## config.mk

```make
export PLATFORM = sky130hd
export DESIGN_NAME = felc_line_coder
export DESIGN_NICKNAME = d
export VERILOG_FILES = /design/src/felc_pkg.sv /design/src/felc_line_coder.sv
export SDC_FILE = /design/constraint.sdc
export NUM_CORES = 1
export LEC_CHECK = 0
export ABC_AREA = 1
export BUFFER_PORTS_ARGS = -buffer_cell sky130_fd_sc_hd__buf_2
export CAP_MARGIN = 40
export CORE_AREA = 2 2 92 94
export DETAILED_ROUTE_END_ITERATION = 7
export DIE_AREA = 0 0 94 96
export GPL_ROUTABILITY_DRIVEN = 0
export GPL_TIMING_DRIVEN = 0
export PLACE_DENSITY = 0.5
export SYNTH_ARGS = -nofsm -noshare
export SYNTH_HDL_FRONTEND = slang
export SYNTH_SLANG_ARGS = --single-unit
```

## constraint.sdc

```tcl
create_clock -name clk -period 1.8 [get_ports clk]
set_input_delay 0 -clock clk [delete_from_list [all_inputs] [get_ports clk]]
set_output_delay 0 -clock clk [all_outputs]
set_load 0.02 [all_outputs]
```

## src/felc_pkg.sv

```systemverilog
// Constants, types and code tables of the fast ethernet line coder
`default_nettype none
package felc_pkg;
    // ****************************************
    // Code-groups and symbol framing
    // ****************************************
    localparam int SYM_BITS = 5;
    localparam logic [2:0] SYM_LAST = 3'h4;
    localparam logic [4:0] CG_IDLE = 5'h1F;
    localparam logic [4:0] CG_J = 5'h18;
    localparam logic [4:0] CG_K = 5'h11;
    localparam logic [4:0] CG_T = 5'h0D;
    localparam logic [4:0] CG_R = 5'h07;
    localparam logic [3:0] NIB_PREAMBLE = 4'h5;
    localparam logic [3:0] NIB_ERROR = 4'hE;
    localparam logic [15:0][4:0] CG_DATA = {
        5'h1D, 5'h1C, 5'h1B, 5'h1A, 5'h17, 5'h16, 5'h13, 5'h12,
        5'h0F, 5'h0E, 5'h0B, 5'h0A, 5'h15, 5'h14, 5'h09, 5'h1E};
    // ****************************************
    // Scrambler
    // ****************************************
    localparam int LFSR_W = 11;
    localparam logic [10:0] LFSR_RESET = 11'h7FF;
    localparam logic [5:0] SEED_LOW = 6'h2B;
    // ****************************************
    // Signal detect qualification: gap in bit times, run in edges
    // ****************************************
    localparam logic [5:0] SD_GAP_BITS = 6'h20;
    localparam logic [5:0] SD_RUN_EDGES = 6'h10;
    // ****************************************
    // Types
    // ****************************************
    typedef enum logic [1:0] {
        TX_IDLE = 2'b00,
        TX_SSD_K = 2'b01,
        TX_DATA = 2'b10,
        TX_ESD_R = 2'b11
    } felc_tx_state_t;
    typedef struct packed {
        logic en;
        logic [3:0] data;
    } felc_tx_mii_t;
    typedef struct packed {
        logic dv;
        logic er;
        logic [3:0] data;
    } felc_rx_mii_t;
endpackage
`default_nettype wire

```

## src/felc_line_coder.sv

```systemverilog
// Fast ethernet line coder: 4B/5B, NRZI and MLT-3 both ways, scrambler on transmit only
`timescale 1ns/1ps
`default_nettype none
// How it works
// - Each MAC nibble is sent as its 5-bit code-group.
// - First preamble byte is replaced by the J/K pair 11000 10001.
// - Remaining preamble and data nibbles are coded while the frame lasts.
// - When transmit enable drops, send T/R pair 01101 00111.
// - After T/R, idles are sent until transmit enable returns.
// - Idle, start or R groups inside received data flag a receive error; T ends the frame without one.
// - Scrambler is a closed-loop 11-bit LFSR.
// - Unless scr_bypass is set, every serial code bit is XORed with the LFSR output.
// - Scrambler seed is the five PHY address straps above the fixed low bits SEED_LOW.
// - Scrambled stream is NRZI encoded before the line stage.
// - NRZI stream splits into two drive streams with alternating one events.
// - Transmit output is MLT-3 only; no binary output mode exists.
// - Received MLT-3 stream is turned back into nibbles for the MAC.
// - Link pulses alone never raise signal detect.
// - Three-level receive symbols decode to NRZI ahead of NRZ decoding.
// - Between packets the idle group 11111 is sent.
// - A bypass input passes code-groups through unscrambled.
module felc_line_coder
    import felc_pkg::*;
(
    input wire logic clk,
    input wire logic srst,
    input wire logic [4:0] phy_address_straps,
    input wire logic scr_bypass,
    input wire felc_tx_mii_t tx_mii,
    output logic tx_nib_req_ff,
    output logic tx_drive_pos_ff,
    output logic tx_drive_neg_ff,
    input wire logic rx_lvl_pos,
    input wire logic rx_lvl_neg,
    output logic sig_detect_ff,
    output felc_rx_mii_t rx_mii_ff,
    output logic rx_nib_strobe_ff
);
    // ****************************************
    // Transmit code-group selection
    // ****************************************
    felc_tx_state_t tx_st_ff, nxt_tx_st;
    logic [2:0] tx_cnt_ff;
    logic [SYM_BITS-1:0] tx_sr_ff;
    logic [4:0] nxt_grp;
    wire tx_load = (tx_cnt_ff == SYM_LAST);
    wire [4:0] data_grp = CG_DATA[tx_mii.data];

    always_comb begin
        nxt_tx_st = tx_st_ff;
        nxt_grp = CG_IDLE;
        unique case (tx_st_ff)
            TX_IDLE: begin
                if (tx_mii.en) begin
                    nxt_grp = CG_J;
                    nxt_tx_st = TX_SSD_K;
                end
            end
            TX_SSD_K: begin
                nxt_grp = CG_K;
                nxt_tx_st = TX_DATA;
            end
            TX_DATA: begin
                if (tx_mii.en) begin
                    nxt_grp = data_grp;
                end else begin
                    nxt_grp = CG_T;
                    nxt_tx_st = TX_ESD_R;
                end
            end
            TX_ESD_R: begin
                nxt_grp = CG_R;
                nxt_tx_st = TX_IDLE;
            end
        endcase
    end

    always_ff @(posedge clk) begin
        if (srst) begin
            tx_st_ff <= TX_IDLE;
            tx_cnt_ff <= 3'h0;
            tx_sr_ff <= CG_IDLE;
            tx_nib_req_ff <= 1'b0;
        end else begin
            tx_cnt_ff <= tx_load ? 3'h0 : tx_cnt_ff + 3'h1;
            tx_nib_req_ff <= (tx_cnt_ff == SYM_LAST - 3'h1);
            if (tx_load) begin
                tx_st_ff <= nxt_tx_st;
                tx_sr_ff <= nxt_grp;
            end else begin
                tx_sr_ff <= {tx_sr_ff[3:0], 1'b0};
            end
        end
    end

    // ****************************************
    // Scrambler, NRZI and MLT-3 drive
    // ****************************************
    logic [LFSR_W-1:0] lfsr_ff;
    logic seed_pend_ff;
    logic nrzi_ff;
    logic [1:0] mlt_phase_ff;
    wire lfsr_fb = lfsr_ff[10] ^ lfsr_ff[8];
    wire scr_bit = scr_bypass ? tx_sr_ff[4] : tx_sr_ff[4] ^ lfsr_ff[10];
    wire nxt_nrzi = nrzi_ff ^ scr_bit;
    // The line steps only where the NRZI level changes
    wire nrzi_step = nxt_nrzi ^ nrzi_ff;
    wire [1:0] nxt_phase = mlt_phase_ff + {1'b0, nrzi_step};

    always_ff @(posedge clk) begin
        if (srst) begin
            lfsr_ff <= LFSR_RESET;
            seed_pend_ff <= 1'b1;
            nrzi_ff <= 1'b0;
            mlt_phase_ff <= 2'h0;
            tx_drive_pos_ff <= 1'b0;
            tx_drive_neg_ff <= 1'b0;
        end else begin
            seed_pend_ff <= 1'b0;
            if (seed_pend_ff) begin
                lfsr_ff <= {phy_address_straps, SEED_LOW};
            end else begin
                lfsr_ff <= {lfsr_ff[9:0], lfsr_fb};
            end
            nrzi_ff <= nxt_nrzi;
            mlt_phase_ff <= nxt_phase;
            tx_drive_pos_ff <= (nxt_phase == 2'h1);
            tx_drive_neg_ff <= (nxt_phase == 2'h3);
        end
    end

    // ****************************************
    // Receive line decode and signal detect
    // ****************************************
    logic [1:0] rx_lvl_ff;
    logic rx_nrzi_ff, rx_nrzi_prev_ff;
    logic [5:0] sd_gap_ff, sd_run_ff;
    wire [1:0] rx_lvl = {rx_lvl_pos, rx_lvl_neg};
    wire rx_edge = (rx_lvl != rx_lvl_ff);
    wire rx_nrz = rx_nrzi_ff ^ rx_nrzi_prev_ff;
    wire sd_gap_over = (sd_gap_ff >= SD_GAP_BITS);

    always_ff @(posedge clk) begin
        if (srst) begin
            rx_lvl_ff <= 2'h0;
            rx_nrzi_ff <= 1'b0;
            rx_nrzi_prev_ff <= 1'b0;
            sd_gap_ff <= 6'h0;
            sd_run_ff <= 6'h0;
            sig_detect_ff <= 1'b0;
        end else begin
            rx_lvl_ff <= rx_lvl;
            rx_nrzi_ff <= rx_nrzi_ff ^ rx_edge;
            rx_nrzi_prev_ff <= rx_nrzi_ff;
            if (rx_edge) begin
                sd_gap_ff <= 6'h0;
                sd_run_ff <= sd_gap_over ? 6'h1 : sd_run_ff + {5'h0, sd_run_ff != SD_RUN_EDGES};
            end else if (!sd_gap_over) begin
                sd_gap_ff <= sd_gap_ff + 6'h1;
            end
            // Isolated link pulses never build a dense enough edge run
            sig_detect_ff <= !sd_gap_over && (sd_run_ff == SD_RUN_EDGES);
        end
    end

    // ****************************************
    // Receive alignment and 5B/4B decode
    // ****************************************
    logic [9:0] rx_sr_ff;
    logic in_frame_ff, jk_pend_ff;
    logic [2:0] rx_cnt_ff;
    logic dec_ok;
    logic [3:0] dec_nib;
    wire [9:0] nxt_rx_sr = {rx_sr_ff[8:0], rx_nrz};
    wire [4:0] rx_grp = nxt_rx_sr[4:0];
    wire jk_seen = !in_frame_ff && sig_detect_ff && (nxt_rx_sr == {CG_J, CG_K});
    wire grp_tick = in_frame_ff && (rx_cnt_ff == SYM_LAST);
    wire grp_end = (rx_grp == CG_T) || (rx_grp == CG_IDLE);

    always_comb begin
        dec_ok = 1'b0;
        dec_nib = 4'h0;
        for (int i = 0; i < 16; i++) begin
            if (CG_DATA[i] == rx_grp) begin
                dec_ok = 1'b1;
                dec_nib = 4'(i);
            end
        end
    end

    always_ff @(posedge clk) begin
        if (srst) begin
            rx_sr_ff <= 10'h0;
            in_frame_ff <= 1'b0;
            jk_pend_ff <= 1'b0;
            rx_cnt_ff <= 3'h0;
            rx_mii_ff <= '0;
            rx_nib_strobe_ff <= 1'b0;
        end else begin
            rx_sr_ff <= nxt_rx_sr;
            jk_pend_ff <= jk_seen;
            rx_nib_strobe_ff <= jk_seen || jk_pend_ff || (grp_tick && (rx_grp != CG_T));
            rx_cnt_ff <= (jk_seen || rx_cnt_ff == SYM_LAST) ? 3'h0 : rx_cnt_ff + 3'h1;
            if (jk_seen) begin
                in_frame_ff <= 1'b1;
                rx_mii_ff <= '{dv: 1'b1, er: 1'b0, data: NIB_PREAMBLE};
            end else if (grp_tick) begin
                in_frame_ff <= !grp_end;
                if (dec_ok) begin
                    rx_mii_ff <= '{dv: 1'b1, er: 1'b0, data: dec_nib};
                end else if (rx_grp == CG_T) begin
                    rx_mii_ff <= '0;
                end else begin
                    rx_mii_ff <= '{dv: 1'b1, er: 1'b1, data: NIB_ERROR};
                end
            end else if (!in_frame_ff && !jk_pend_ff) begin
                rx_mii_ff <= '0;
            end
        end
    end

    // ****************************************
    // Assertions
    // ****************************************
    property p_ssd_j;
        @(posedge clk) disable iff (srst) tx_load && tx_st_ff == TX_IDLE && tx_mii.en |=> tx_sr_ff == CG_J;
    endproperty
    a_ssd_j: assert property (p_ssd_j) else $error("J not sent at frame start");
    property p_ssd_k;
        @(posedge clk) disable iff (srst) tx_load && tx_st_ff == TX_IDLE && tx_mii.en |=> ##5 tx_sr_ff == CG_K;
    endproperty
    a_ssd_k: assert property (p_ssd_k) else $error("K does not follow J");
    property p_esd;
        @(posedge clk) disable iff (srst)
            tx_load && tx_st_ff == TX_DATA && !tx_mii.en |=> tx_sr_ff == CG_T ##5 tx_sr_ff == CG_R;
    endproperty
    a_esd: assert property (p_esd) else $error("T/R pair missing at frame end");
    property p_idle;
        @(posedge clk) disable iff (srst) tx_load && tx_st_ff == TX_IDLE && !tx_mii.en |=> tx_sr_ff == CG_IDLE;
    endproperty
    a_idle: assert property (p_idle) else $error("idle group not sent between frames");
    property p_data;
        @(posedge clk) disable iff (srst) tx_load && tx_st_ff == TX_DATA && tx_mii.en |=> tx_sr_ff == $past(data_grp);
    endproperty
    a_data: assert property (p_data) else $error("data nibble coded wrongly");
    property p_lfsr;
        @(posedge clk) disable iff (srst)
            !seed_pend_ff |=> lfsr_ff == {$past(lfsr_ff[9:0]), $past(lfsr_ff[10]) ^ $past(lfsr_ff[8])};
    endproperty
    a_lfsr: assert property (p_lfsr) else $error("scrambler step wrong");
    property p_mlt_hold;
        @(posedge clk) disable iff (srst) !scr_bit ##1 !scr_bit |=> $stable({tx_drive_pos_ff, tx_drive_neg_ff});
    endproperty
    a_mlt_hold: assert property (p_mlt_hold) else $error("line level moved without a one");
    property p_mlt_split;
        @(posedge clk) disable iff (srst) !(tx_drive_pos_ff && tx_drive_neg_ff);
    endproperty
    a_mlt_split: assert property (p_mlt_split) else $error("both drive streams active");
    property p_rx_ctrl_err;
        @(posedge clk) disable iff (srst) grp_tick && (rx_grp == CG_IDLE || rx_grp == CG_J) |=> rx_mii_ff.er;
    endproperty
    a_rx_ctrl_err: assert property (p_rx_ctrl_err) else $error("control group in data not flagged");
    property p_sd_gap;
        @(posedge clk) disable iff (srst) sd_gap_over |=> !sig_detect_ff;
    endproperty
    a_sd_gap: assert property (p_sd_gap) else $error("signal detect held across a line gap");
endmodule // felc_line_coder
`default_nettype wire

```

==> impl_results.md, run 1 <==
- Synth Net Count: 400
- Area Overhead vs Synth: 18.8%
- Crit. End Element: register
- PwrDens: 948 nW/um2
- P_int: 2330 uW
- Status: finished clean
- Synth cell types: 33
- HP Class: in -> reg
- Die area: 9020 um2
- First-pass GRT wire length: 9340 um
- Slew headroom: 0.616
- #FFs+latches synth: 66
- Fin nets: 444
- Synth Area in Compound Gates: 0.0825
- Drt wl/cell: 10.3 um
- Combinational share of power: 0.125
- Sequential element share of the synthesized area: 0.469
- Req. time, crit path: 2060 ps
- Critical Path Source Type: register
- Netlist Area Pre-Place: 2820 um2
- # rows: 33
- Clk Latency, worst-skew pair: 340 ps
- Sw Pwr: 850 uW
- Core area: 8050 um2
- Overall die width: 94 um
- Vias in the first global route: 2164
- Worst-Margin Slew: 576 ps
- Initial antenna violation count: 0
- Detailed placement HPWL: 3910 um
- Setup Buffers After CTS: 0
- TritonCTS Buffers: 9
- Largest net degree at the start of global routing: 12
- Fin Clk Skew: 4.97 ps
- RSZ-0062 raised after global routing: false
- Yosys warnings: 0
- Switching Fraction: 0.267
- Multiplexer share of the synthesized area: 0
- Setup violators final: 0
- Post-Synth Adder-Cell Area: 0.0665
- Clock share of power: 0.365
- Fin. Hold Viols: 0
- Max_cap viols: 0
- TritonCTS clock tree: done
- Antenna cells: 0
- Simple-Gate Fraction of Synth Area: 0.260
- Root buffer cell: clkbuf_8
- Final slew viol count: 0
- CP arrival: 1810 ps
- Vias: 2323
- Drt pass-1 iters: 4
- Fmax: 643 MHz
- CP Max Fanout: 2
- Fraction of layout cells with a size suffix above 1: 0.162
- Reg clk slew, reported paths: 70 ps
- # IOs: 26
- Final Critical Period: 1560 ps
- Post-Syn Area per Cell: 7.62 um2
- Mapped Cells: 370
- Final period util: 0.864
- Final ANT Viol Nets: 0
- Total gr overflow: 0
- Vias per cell: 4.43
- Die height: 96 um
- Worst VDD drop: 0.389 mV
- Sequential Power Share: 0.510
- PortBufs: 25
- Starting Density: 0.350
- Main combinational cell family by area after synthesis: simple AND/OR/NAND/NOR gates
- Max Root-Sink Buffers: 2
- Initial DRC count: 62
- Clk sink count: 66
- Final wirelength: 5380 um
- Setup CP Type: reg -> reg
- Smallest hold slack: 37.8 ps
- H-tree Lvls: 3
- Global-route total usage across every layer: 0.133
- Drt drc: 0
- Fin Setup TNS: 0 ps
- Leakage: 0.00158 uW
- Xor-xnor portion of the synthesized cell area: 0.0248
## metal layers
| metal | GRT usage | wire, um | up-vias |
|---|---|---|---|
| met5 | 0 | 0 | - |
| met4 | 0.0870 | 158 | 0 |
| met3 | 0.0266 | 161 | 11 |
| met2 | 0.209 | 2390 | 36 |
| met1 | 0.165 | 2670 | 1033 |
| li1 | - | - | 1243 |
## repair_timing
item	in CTS	in global routing
hold buffers	8	0
gates resized for setup	0	2
endpoints found under the setup margin	0	1
hold endpoints to repair	8	0
## worst paths after layout
kind	depth (start not counted)	slack, ps	startpoint	endpoint
max	7	240	nrzi_ff$_SDFF_PP0_	tx_drive_neg_ff$_SDFF_PP0_
min	4	40	tx_mii[4]	tx_sr_ff[0]$_SDFF_PP1_
min reg2reg	2	420	lfsr_ff[0]$_SDFF_PP1_	lfsr_ff[1]$_SDFF_PP1_
max reg2reg	7	240	nrzi_ff$_SDFF_PP0_	tx_drive_neg_ff$_SDFF_PP0_
## Yosys cell counts
| master | number | area share |
|---|---|---|
| and3_1 | 2 | 0.0044 |
| o311ai_0 | 1 | 0.0031 |
| nand3b_1 | 1 | 0.0027 |
| dfxtp_1 | 66 | 0.47 |
| nand2_1 | 68 | 0.091 |
| a21oi_2 | 1 | 0.0031 |
| nand2_2 | 5 | 0.011 |
| a211oi_1 | 1 | 0.0027 |
| clkbuf_1 | 1 | 0.0013 |
| ha_1 | 15 | 0.067 |
| nand4_1 | 2 | 0.0044 |
| nor3b_1 | 1 | 0.0027 |
| nor2_2 | 4 | 0.0089 |
| nand3_1 | 19 | 0.034 |
| buf_2 | 3 | 0.0053 |
| a21oi_1 | 23 | 0.041 |
| o21ai_0 | 13 | 0.023 |
| xnor2_1 | 6 | 0.019 |
| nand3_2 | 1 | 0.0035 |
| inv_1 | 56 | 0.075 |
| xor2_1 | 2 | 0.0062 |
| inv_2 | 7 | 0.0093 |
| a31oi_1 | 1 | 0.0022 |
| o31ai_1 | 1 | 0.0027 |
| nor3_1 | 13 | 0.023 |
| a31o_2 | 1 | 0.0031 |
| nor3b_2 | 1 | 0.0044 |
| nor2_1 | 49 | 0.065 |
| nor3_2 | 1 | 0.0035 |
| buf_6 | 1 | 0.0040 |
| and2_1 | 1 | 0.0022 |
| o21ai_1 | 1 | 0.0018 |
| buf_1 | 2 | 0.0027 |
## state kept, by name, summed over array words and instances (netlist names), 2 cells and up
signal and count:
lfsr_ff 11, rx_sr_ff 9, rx_mii_ff 6, sd_gap_ff 6
sd_run_ff 6, tx_sr_ff 5, rx_cnt_ff 3, tx_cnt_ff 3
mlt_phase_ff 2, rx_lvl_ff 2, tx_st_ff 2
## kinds of logic (layout without fill, tap and decap cells)
| kind of cell | Yosys count | after routing |
|---|---|---|
| flip-flops | 66 | 66 |
| AO/OA/AOI/OAI | 43 | 43 |
| XOR/XNOR | 8 | 8 |
| AND/OR/NAND/NOR | 168 | 168 |
| adder cells (fa/ha/maj) | 15 | 15 |
| buffers and inverters | 70 | 119 |
## power groups by stage
stage | Clock (uW) | Sequential [uW] | Combinational, uW
after global placement | 0 | 1650 | 376
final | 1160 | 1620 | 397
after floorplan | 0 | 1660 | 270
after detailed placement | 0 | 1650 | 383
after global routing | 1260 | 1630 | 467
after CTS | 1200 | 1620 | 402
## layout make-up
cell class	count	area [um2]
Clock inverter	4	25.0
Sequential cell	66	1320
Clock buffer	12	165
Timing Repair Buffer	33	205
Multi-Input combinational cell	234	1230
Tap cell	105	131
Buffer	7	37.5
Fill cell	847	4700
Inverter	63	236
## metrics by stage
step / cell area, um2 / power, uW / cells / utilization / setup WS [ps]
final: 3350 / 3180 / 524 / 0.416 / 245
after global routing: 3350 / 3350 / 524 / 0.416 / 20.2
after CTS: 3350 / 3220 / 524 / 0.416 / 156
after detailed placement: 3080 / 2030 / 500 / 0.382 / 159
after global placement: 3080 / 2030 / 500 / 0.382 / 218
after floorplan: 2820 / 1930 / 370 / - / 343
## cell usage in the layout, fill, tap and decap left out, types with 5 or more instances in the layout
| cell | instances |
|---|---|
| nor2_1 | 48 |
| nand2_2 | 5 |
| o21ai_0 | 13 |
| inv_2 | 7 |
| nand2_1 | 68 |
| buf_2 | 28 |
| nor2_2 | 5 |
| nor3_1 | 13 |
| ha_1 | 15 |
| nand3_1 | 19 |
| clkbuf_8 | 12 |
| dfxtp_1 | 65 |
| xnor2_1 | 6 |
| a21oi_1 | 23 |
| inv_1 | 56 |
| dlygate4sd3_1 | 8 |
## critical path, cell delays in order, from the launching register on
cell     delay (ps)
dfxtp_1         360
xnor2_1         140
xor2_1          220
xnor2_1         160
ha_1            180
xor2_1          200
inv_1            80
nor3_1          140
Note: power is estimated with default switching activity, not from simulation.
==> run 2: changes to the inputs <==
==> constraint.sdc (replaced) <==
create_clock -name clk -period 1.73 [get_ports clk]
set_input_delay 0 -clock clk [delete_from_list [all_inputs] [get_ports clk]]
set_output_delay 0 -clock clk [all_outputs]
set_load 0.02 [all_outputs]
==> impl_results.md, run 2 (synthesis gave the netlist of run 1 again) <==
- Slowest CP cell: dfxtp_1
- Fin Clk Skew: 4.97 ps (-0.0000300 ps)
- First-pass GRT wire length: 9340 um (unchanged)
- Core area: 8050 um2 (unchanged)
- Critical Path Source Type: register
- Antenna cells: 0 (unchanged)
- Root buffer cell: clkbuf_8
- Smallest hold slack: 37.9 ps (+0.0447 ps)
- Fin. Hold Viols: 0 (unchanged)
- Final ANT Viol Nets: 0 (unchanged)
- PortBufs: 25 (unchanged)
- Starting Density: 0.350 (unchanged)
- Global-route total usage across every layer: 0.133 (unchanged)
- Reg clk slew, reported paths: 70 ps (about the same)
- Commonest cells after routing, fill and taps aside: 68 x nand2_1, 64 x dfxtp_1, 56 x inv_1
- Drt wl/cell: 10.3 um (about the same)
- Largest net degree at the start of global routing: 12 (unchanged)
- Clk sink count: 66 (unchanged)
- Clk Latency, worst-skew pair: 340 ps (about the same)
- Leakage: 0.00158 uW (+0.34%)
- Area Overhead vs Synth: 19.7%
- Placed Cells: 500 (unchanged)
- Number of flip-flops under the largest register name: 11 (unchanged)
- # rows: 33 (unchanged)
- Max_cap viols: 0 (unchanged)
- Worst-Margin Slew: 578 ps (+1.86 ps)
- Drt drc: 0 (unchanged)
- Reg with most FFs: lfsr_ff
- Final Critical Period: 1540 ps (-12.8 ps)
- Setup violators final: 0 (unchanged)
- Worst VDD drop: 0.406 mV (+4.2%)
- Crit path top cell by count: xnor2_1
- Vias in the first global route: 2164 (unchanged)
- Fin Setup TNS: 0 ps (unchanged)
- Final slew viol count: 0 (unchanged)
- Req. time, crit path: 1990 ps (-70 ps)
- Most common cell after layout, fill and taps aside: nand2_1
- PwrDens: 986 nW/um2 (+4.0%)
- Overall die width: 94 um (unchanged)
- Initial antenna violation count: 0 (unchanged)
- Initial DRC count: 66 (+6.5%)
- Final wirelength: 5390 um (+0.11%)
- Max Root-Sink Buffers: 2 (unchanged)
- Fin nets: 445 (+0.23%)
- Drt pass-1 iters: 4 (unchanged)
- CP arrival: 1800 ps (about the same)
- TritonCTS Buffers: 9 (unchanged)
- Crit. End Element: register
- TritonCTS clock tree: done
- Status: finished clean
- # IOs: 26 (unchanged)
- Vias: 2325 (+0.086%)
- HP Class: in -> reg
- Fraction of layout cells with a size suffix above 1: 0.174 (+0.0115)
- Total gr overflow: 0 (unchanged)
- RSZ-0062 raised after global routing: false
- Vias per cell: 4.43 (-0.10%)
- Die area: 9020 um2 (unchanged)
- Fmax: 648 MHz (+0.83%)
- Die height: 96 um (unchanged)
- Slew headroom: 0.615 (-0.00124)
- Largest stage delay, worst path: 360 ps (about the same)
- CP Max Fanout: 2 (unchanged)
- Final period util: 0.892 (+0.0275)
- H-tree Lvls: 3 (unchanged)
- Detailed placement HPWL: 3910 um (unchanged)
- Crit-path cells: xnor2_1, xor2_1, xnor2_1, ha_1, xor2_2, inv_1, nor3_1
- Setup CP Type: reg -> reg
- Final Util: 0.419 (+0.00295)
- Post-Layout Cell Count: 525 (+0.19%)
- Largest regs: lfsr_ff (11), rx_sr_ff (9)
run 2: cell types whose count changed in the layout (fill, tap and decap cells not counted), sizes merged:
cell / change
buf: +1
run 2: worst paths after layout:
| kind | from | to | slack [ps] | cells past startpoint |
|---|---|---|---|---|
| setup reg to reg | nrzi_ff$_SDFF_PP0_ | tx_drive_neg_ff$_SDFF_PP0_ | 190 | 7 |
| hold reg to reg | lfsr_ff[0]$_SDFF_PP1_ | lfsr_ff[1]$_SDFF_PP1_ | 420 | 2 |
| hold / removal | tx_mii[4] | tx_sr_ff[0]$_SDFF_PP1_ | 40 | 4 |
| setup / recovery | nrzi_ff$_SDFF_PP0_ | tx_drive_neg_ff$_SDFF_PP0_ | 190 | 7 |
run 2: stage by stage:
step                      area, um2  setup slack, ps  power, uW
after floorplan                2820              273       2010
after global placement         3080              148       2110
after detailed placement       3080             88.8       2120
after CTS                      3350             86.1       3350
after global routing           3370             19.5       3510
final                          3370              188       3330
run 2: layer usage:
| metal | vias up | wire, um | global-route usage |
|---|---|---|---|
| met5 | - | 0 | 0 |
| met4 | 0 | 158 | 0.0870 |
| met3 | 11 | 138 | 0.0266 |
| met2 | 30 | 2390 | 0.209 |
| met1 | 1040 | 2700 | 0.165 |
| li1 | 1244 | - | - |
run 2: what timing repair did:
item                                    CTS  global route
endpoints found under the setup margin    0             2
buffers inserted                          0             1
gates resized for setup                   0             6
hold endpoints to repair                  8             0
hold buffers                              8             0
run 2: final cells by class:
cell class | instances | area [um2]
Clock inverter | 4 | 25.0
Multi-Input combinational cell | 234 | 1240
Sequential cell | 66 | 1320
Tap cell | 105 | 131
Inverter | 63 | 236
Buffer | 7 | 37.5
Fill cell | 846 | 4680
Clock buffer | 12 | 165
Timing Repair Buffer | 34 | 213
run 2: worst max-delay path, delay by kind of cell (launching register included):
| family | cells | cell delay, ps |
|---|---|---|
| xor+xnor | 4 | 690 |
| fa+ha+maj | 1 | 210 |
| buf+inv | 1 | 70 |
| flops | 1 | 360 |
| simple gates | 1 | 130 |
run 2: power by group:
part           internal [uW]  switching, uW  leakage, uW  total, uW
sequential              1630           57.5     0.000541       1690
combinational            172            261     0.000947        433
clock                    632            576    0.0000944       1210
total                   2430            895      0.00158       3330
==> run 3: changes to the inputs <==
==> constraint.sdc (replaced) <==
create_clock -name clk -period 1.62 [get_ports clk]
set_input_delay 0 -clock clk [delete_from_list [all_inputs] [get_ports clk]]
set_output_delay 0 -clock clk [all_outputs]
set_load 0.02 [all_outputs]
==> impl_results.md, run 3 (synthesis gave the netlist of run 1 again) <==
- Final wirelength: 5420 um (+0.52%)
- Setup CP Type: reg -> reg
- PwrDens: 1050 nW/um2 (+6.1%)
- H-tree Lvls: 3 (unchanged)
- CP startpoint: sd_run_ff[1]$_SDFFE_PP0N_
- CP arrival: 1760 ps (-40 ps)
- Initial antenna violation count: 0 (unchanged)
- Number of flip-flops under the largest register name: 11 (unchanged)
- Clk sink count: 66 (unchanged)
- Final Util: 0.427 (+0.00793)
- Fmax: 673 MHz (+3.8%)
- Max_cap viols: 0 (unchanged)
- Detailed placement HPWL: 3910 um (unchanged)
- Reg clk slew, reported paths: 70 ps (about the same)
- First-pass GRT wire length: 9340 um (unchanged)
- Final Critical Period: 1490 ps (-56.4 ps)
- Initial DRC count: 59 (-11%)
- Final ANT Viol Nets: 0 (unchanged)
- Vias in the first global route: 2164 (unchanged)
- Reg2Reg Launch Point: sd_run_ff[1]$_SDFFE_PP0N_
- Die height: 96 um (unchanged)
- Post-route setup slack: 134 ps (-53.6 ps)
- Req. time, crit path: 1890 ps (-100 ps)
- Smallest hold slack: 37.7 ps (-0.194 ps)
- Starting Density: 0.350 (unchanged)
- Final slew viol count: 0 (unchanged)
- Worst min-delay path startpoint: tx_mii[4]
- Vias per cell: 4.46 (+0.63%)
- Final period util: 0.917 (+0.0257)
- Critical Path Source Type: register
- Fraction of layout cells with a size suffix above 1: 0.207 (+0.0328)
- Drt wl/cell: 10.3 um (+0.33%)
- Post-place setup slack: -21.2 ps (-110 ps)
- Max Root-Sink Buffers: 2 (unchanged)
- Area Overhead vs Synth: 21.9%
- Commonest cells after routing, fill and taps aside: 66 x nand2_1, 62 x dfxtp_1, 54 x inv_1
- Leakage: 0.00160 uW (+0.88%)
- Fin Clk Skew: 5.06 ps (+0.0947 ps)
- CP Max Fanout: 2 (unchanged)
- Total gr overflow: 0 (unchanged)
- Worst-Margin Slew: 611 ps (+33.4 ps)
- Drt drc: 0 (unchanged)
- Core area: 8050 um2 (unchanged)
- Fin. Hold Viols: 0 (unchanged)
- P_int: 2620 uW (+7.7%)
- Setup violators final: 0 (unchanged)
- Placed Cells: 500 (unchanged)
- Fin nets: 446 (+0.22%)
- Status: finished clean
- Largest net degree at the start of global routing: 12 (unchanged)
- Die area: 9020 um2 (unchanged)
- Global-route total usage across every layer: 0.133 (unchanged)
- Root buffer cell: clkbuf_8
- RSZ-0062 raised after global routing: true
- Switching Fraction: 0.272 (+0.00303)
- Worst VDD drop: 0.436 mV (+7.5%)
- Sw Pwr: 978 uW (+9.3%)
- TritonCTS clock tree: done
- # rows: 33 (unchanged)
- Overall die width: 94 um (unchanged)
- Crit. End Element: register
- Largest regs: lfsr_ff (11), rx_sr_ff (9)
- Reg with most FFs: lfsr_ff
- Clock share of power: 0.359 (-0.004)
- Most common cell after layout, fill and taps aside: nand2_1
- Combinational share of power: 0.139 (+0.009)
- FILL cells: 842 (-0.47%)
- Antenna cells: 0 (unchanged)
- TritonCTS Buffers: 9 (unchanged)
- Drt pass-1 iters: 4 (unchanged)
- Clk Latency, worst-skew pair: 340 ps (about the same)
- Fin Setup TNS: 0 ps (unchanged)
- # IOs: 26 (unchanged)
- Vias: 2344 (+0.82%)
- PortBufs: 25 (unchanged)
- Sequential Power Share: 0.503 (-0.004)
- HP Class: in -> reg
- Slew headroom: 0.593 (-0.0222)
- Post-Layout Cell Count: 526 (+0.19%)
run 3: power by group through the flow:
stage | logic, uW | clock network, uW | registers [uW]
detailed placement | 425 | 0 | 1830
finish | 499 | 1290 | 1810
global route | 582 | 1400 | 1820
CTS | 447 | 1340 | 1800
global placement | 418 | 0 | 1830
floorplan | 300 | 0 | 1840
run 3: per-layer routing:
metal,GRT usage,share of wire,vias to the layer above
met5,0,0,-
met4,0.0870,0.036,0
met3,0.0266,0.033,14
met2,0.209,0.44,38
met1,0.165,0.49,1045
li1,-,-,1247
run 3: per-stage QoR:
step	power [uW]	cell area, um2
3_5_place_dp	2260	3080
2_1_floorplan	2140	2820
6_report	3600	3440
4_1_cts	3580	3350
3_3_place_gp	2250	3080
5_1_grt	3800	3440
run 3: timing repair:
action / in CTS / in global routing
endpoints found under the setup margin: 1 / 5
resized for setup: 1 / 22
endpoints found under the hold margin: 8 / 0
buffers inserted: 0 / 2
pin swaps: 0 / 9
hold buffers: 8 / 0
run 3: cell type report:
class / instances / area (um2) / share of cell area
Sequential cell: 66 / 1330 / 0.386
Multi-Input combinational cell: 234 / 1290 / 0.376
Inverter: 63 / 239 / 0.0695
Timing Repair Buffer: 35 / 220 / 0.0640
Clock buffer: 12 / 165 / 0.0480
Tap cell: 105 / 131 / 0.0382
Buffer: 7 / 37.5 / 0.0109
Clock inverter: 4 / 25.0 / 0.00728
run 3: worst paths after layout:
kind                          endpoint  slack [ps]  depth (start not counted)
max          sd_run_ff[5]$_SDFFE_PP0N_         130                         11
min             tx_sr_ff[0]$_SDFF_PP1_          40                          4
min reg2reg      lfsr_ff[1]$_SDFF_PP1_         420                          2
max reg2reg  sd_run_ff[5]$_SDFFE_PP0N_         130                         11
run 3: critical path: stages, from the launching register on:
cell     delay [ps]
dfxtp_2         350
inv_4            40
ha_4            140
nand3_2          70
ha_2            170
nand2_2          60
nor2_4          120
nand2_2          60
nor2_2          120
nand2_1          70
nand2_1          60
nor3b_2         140
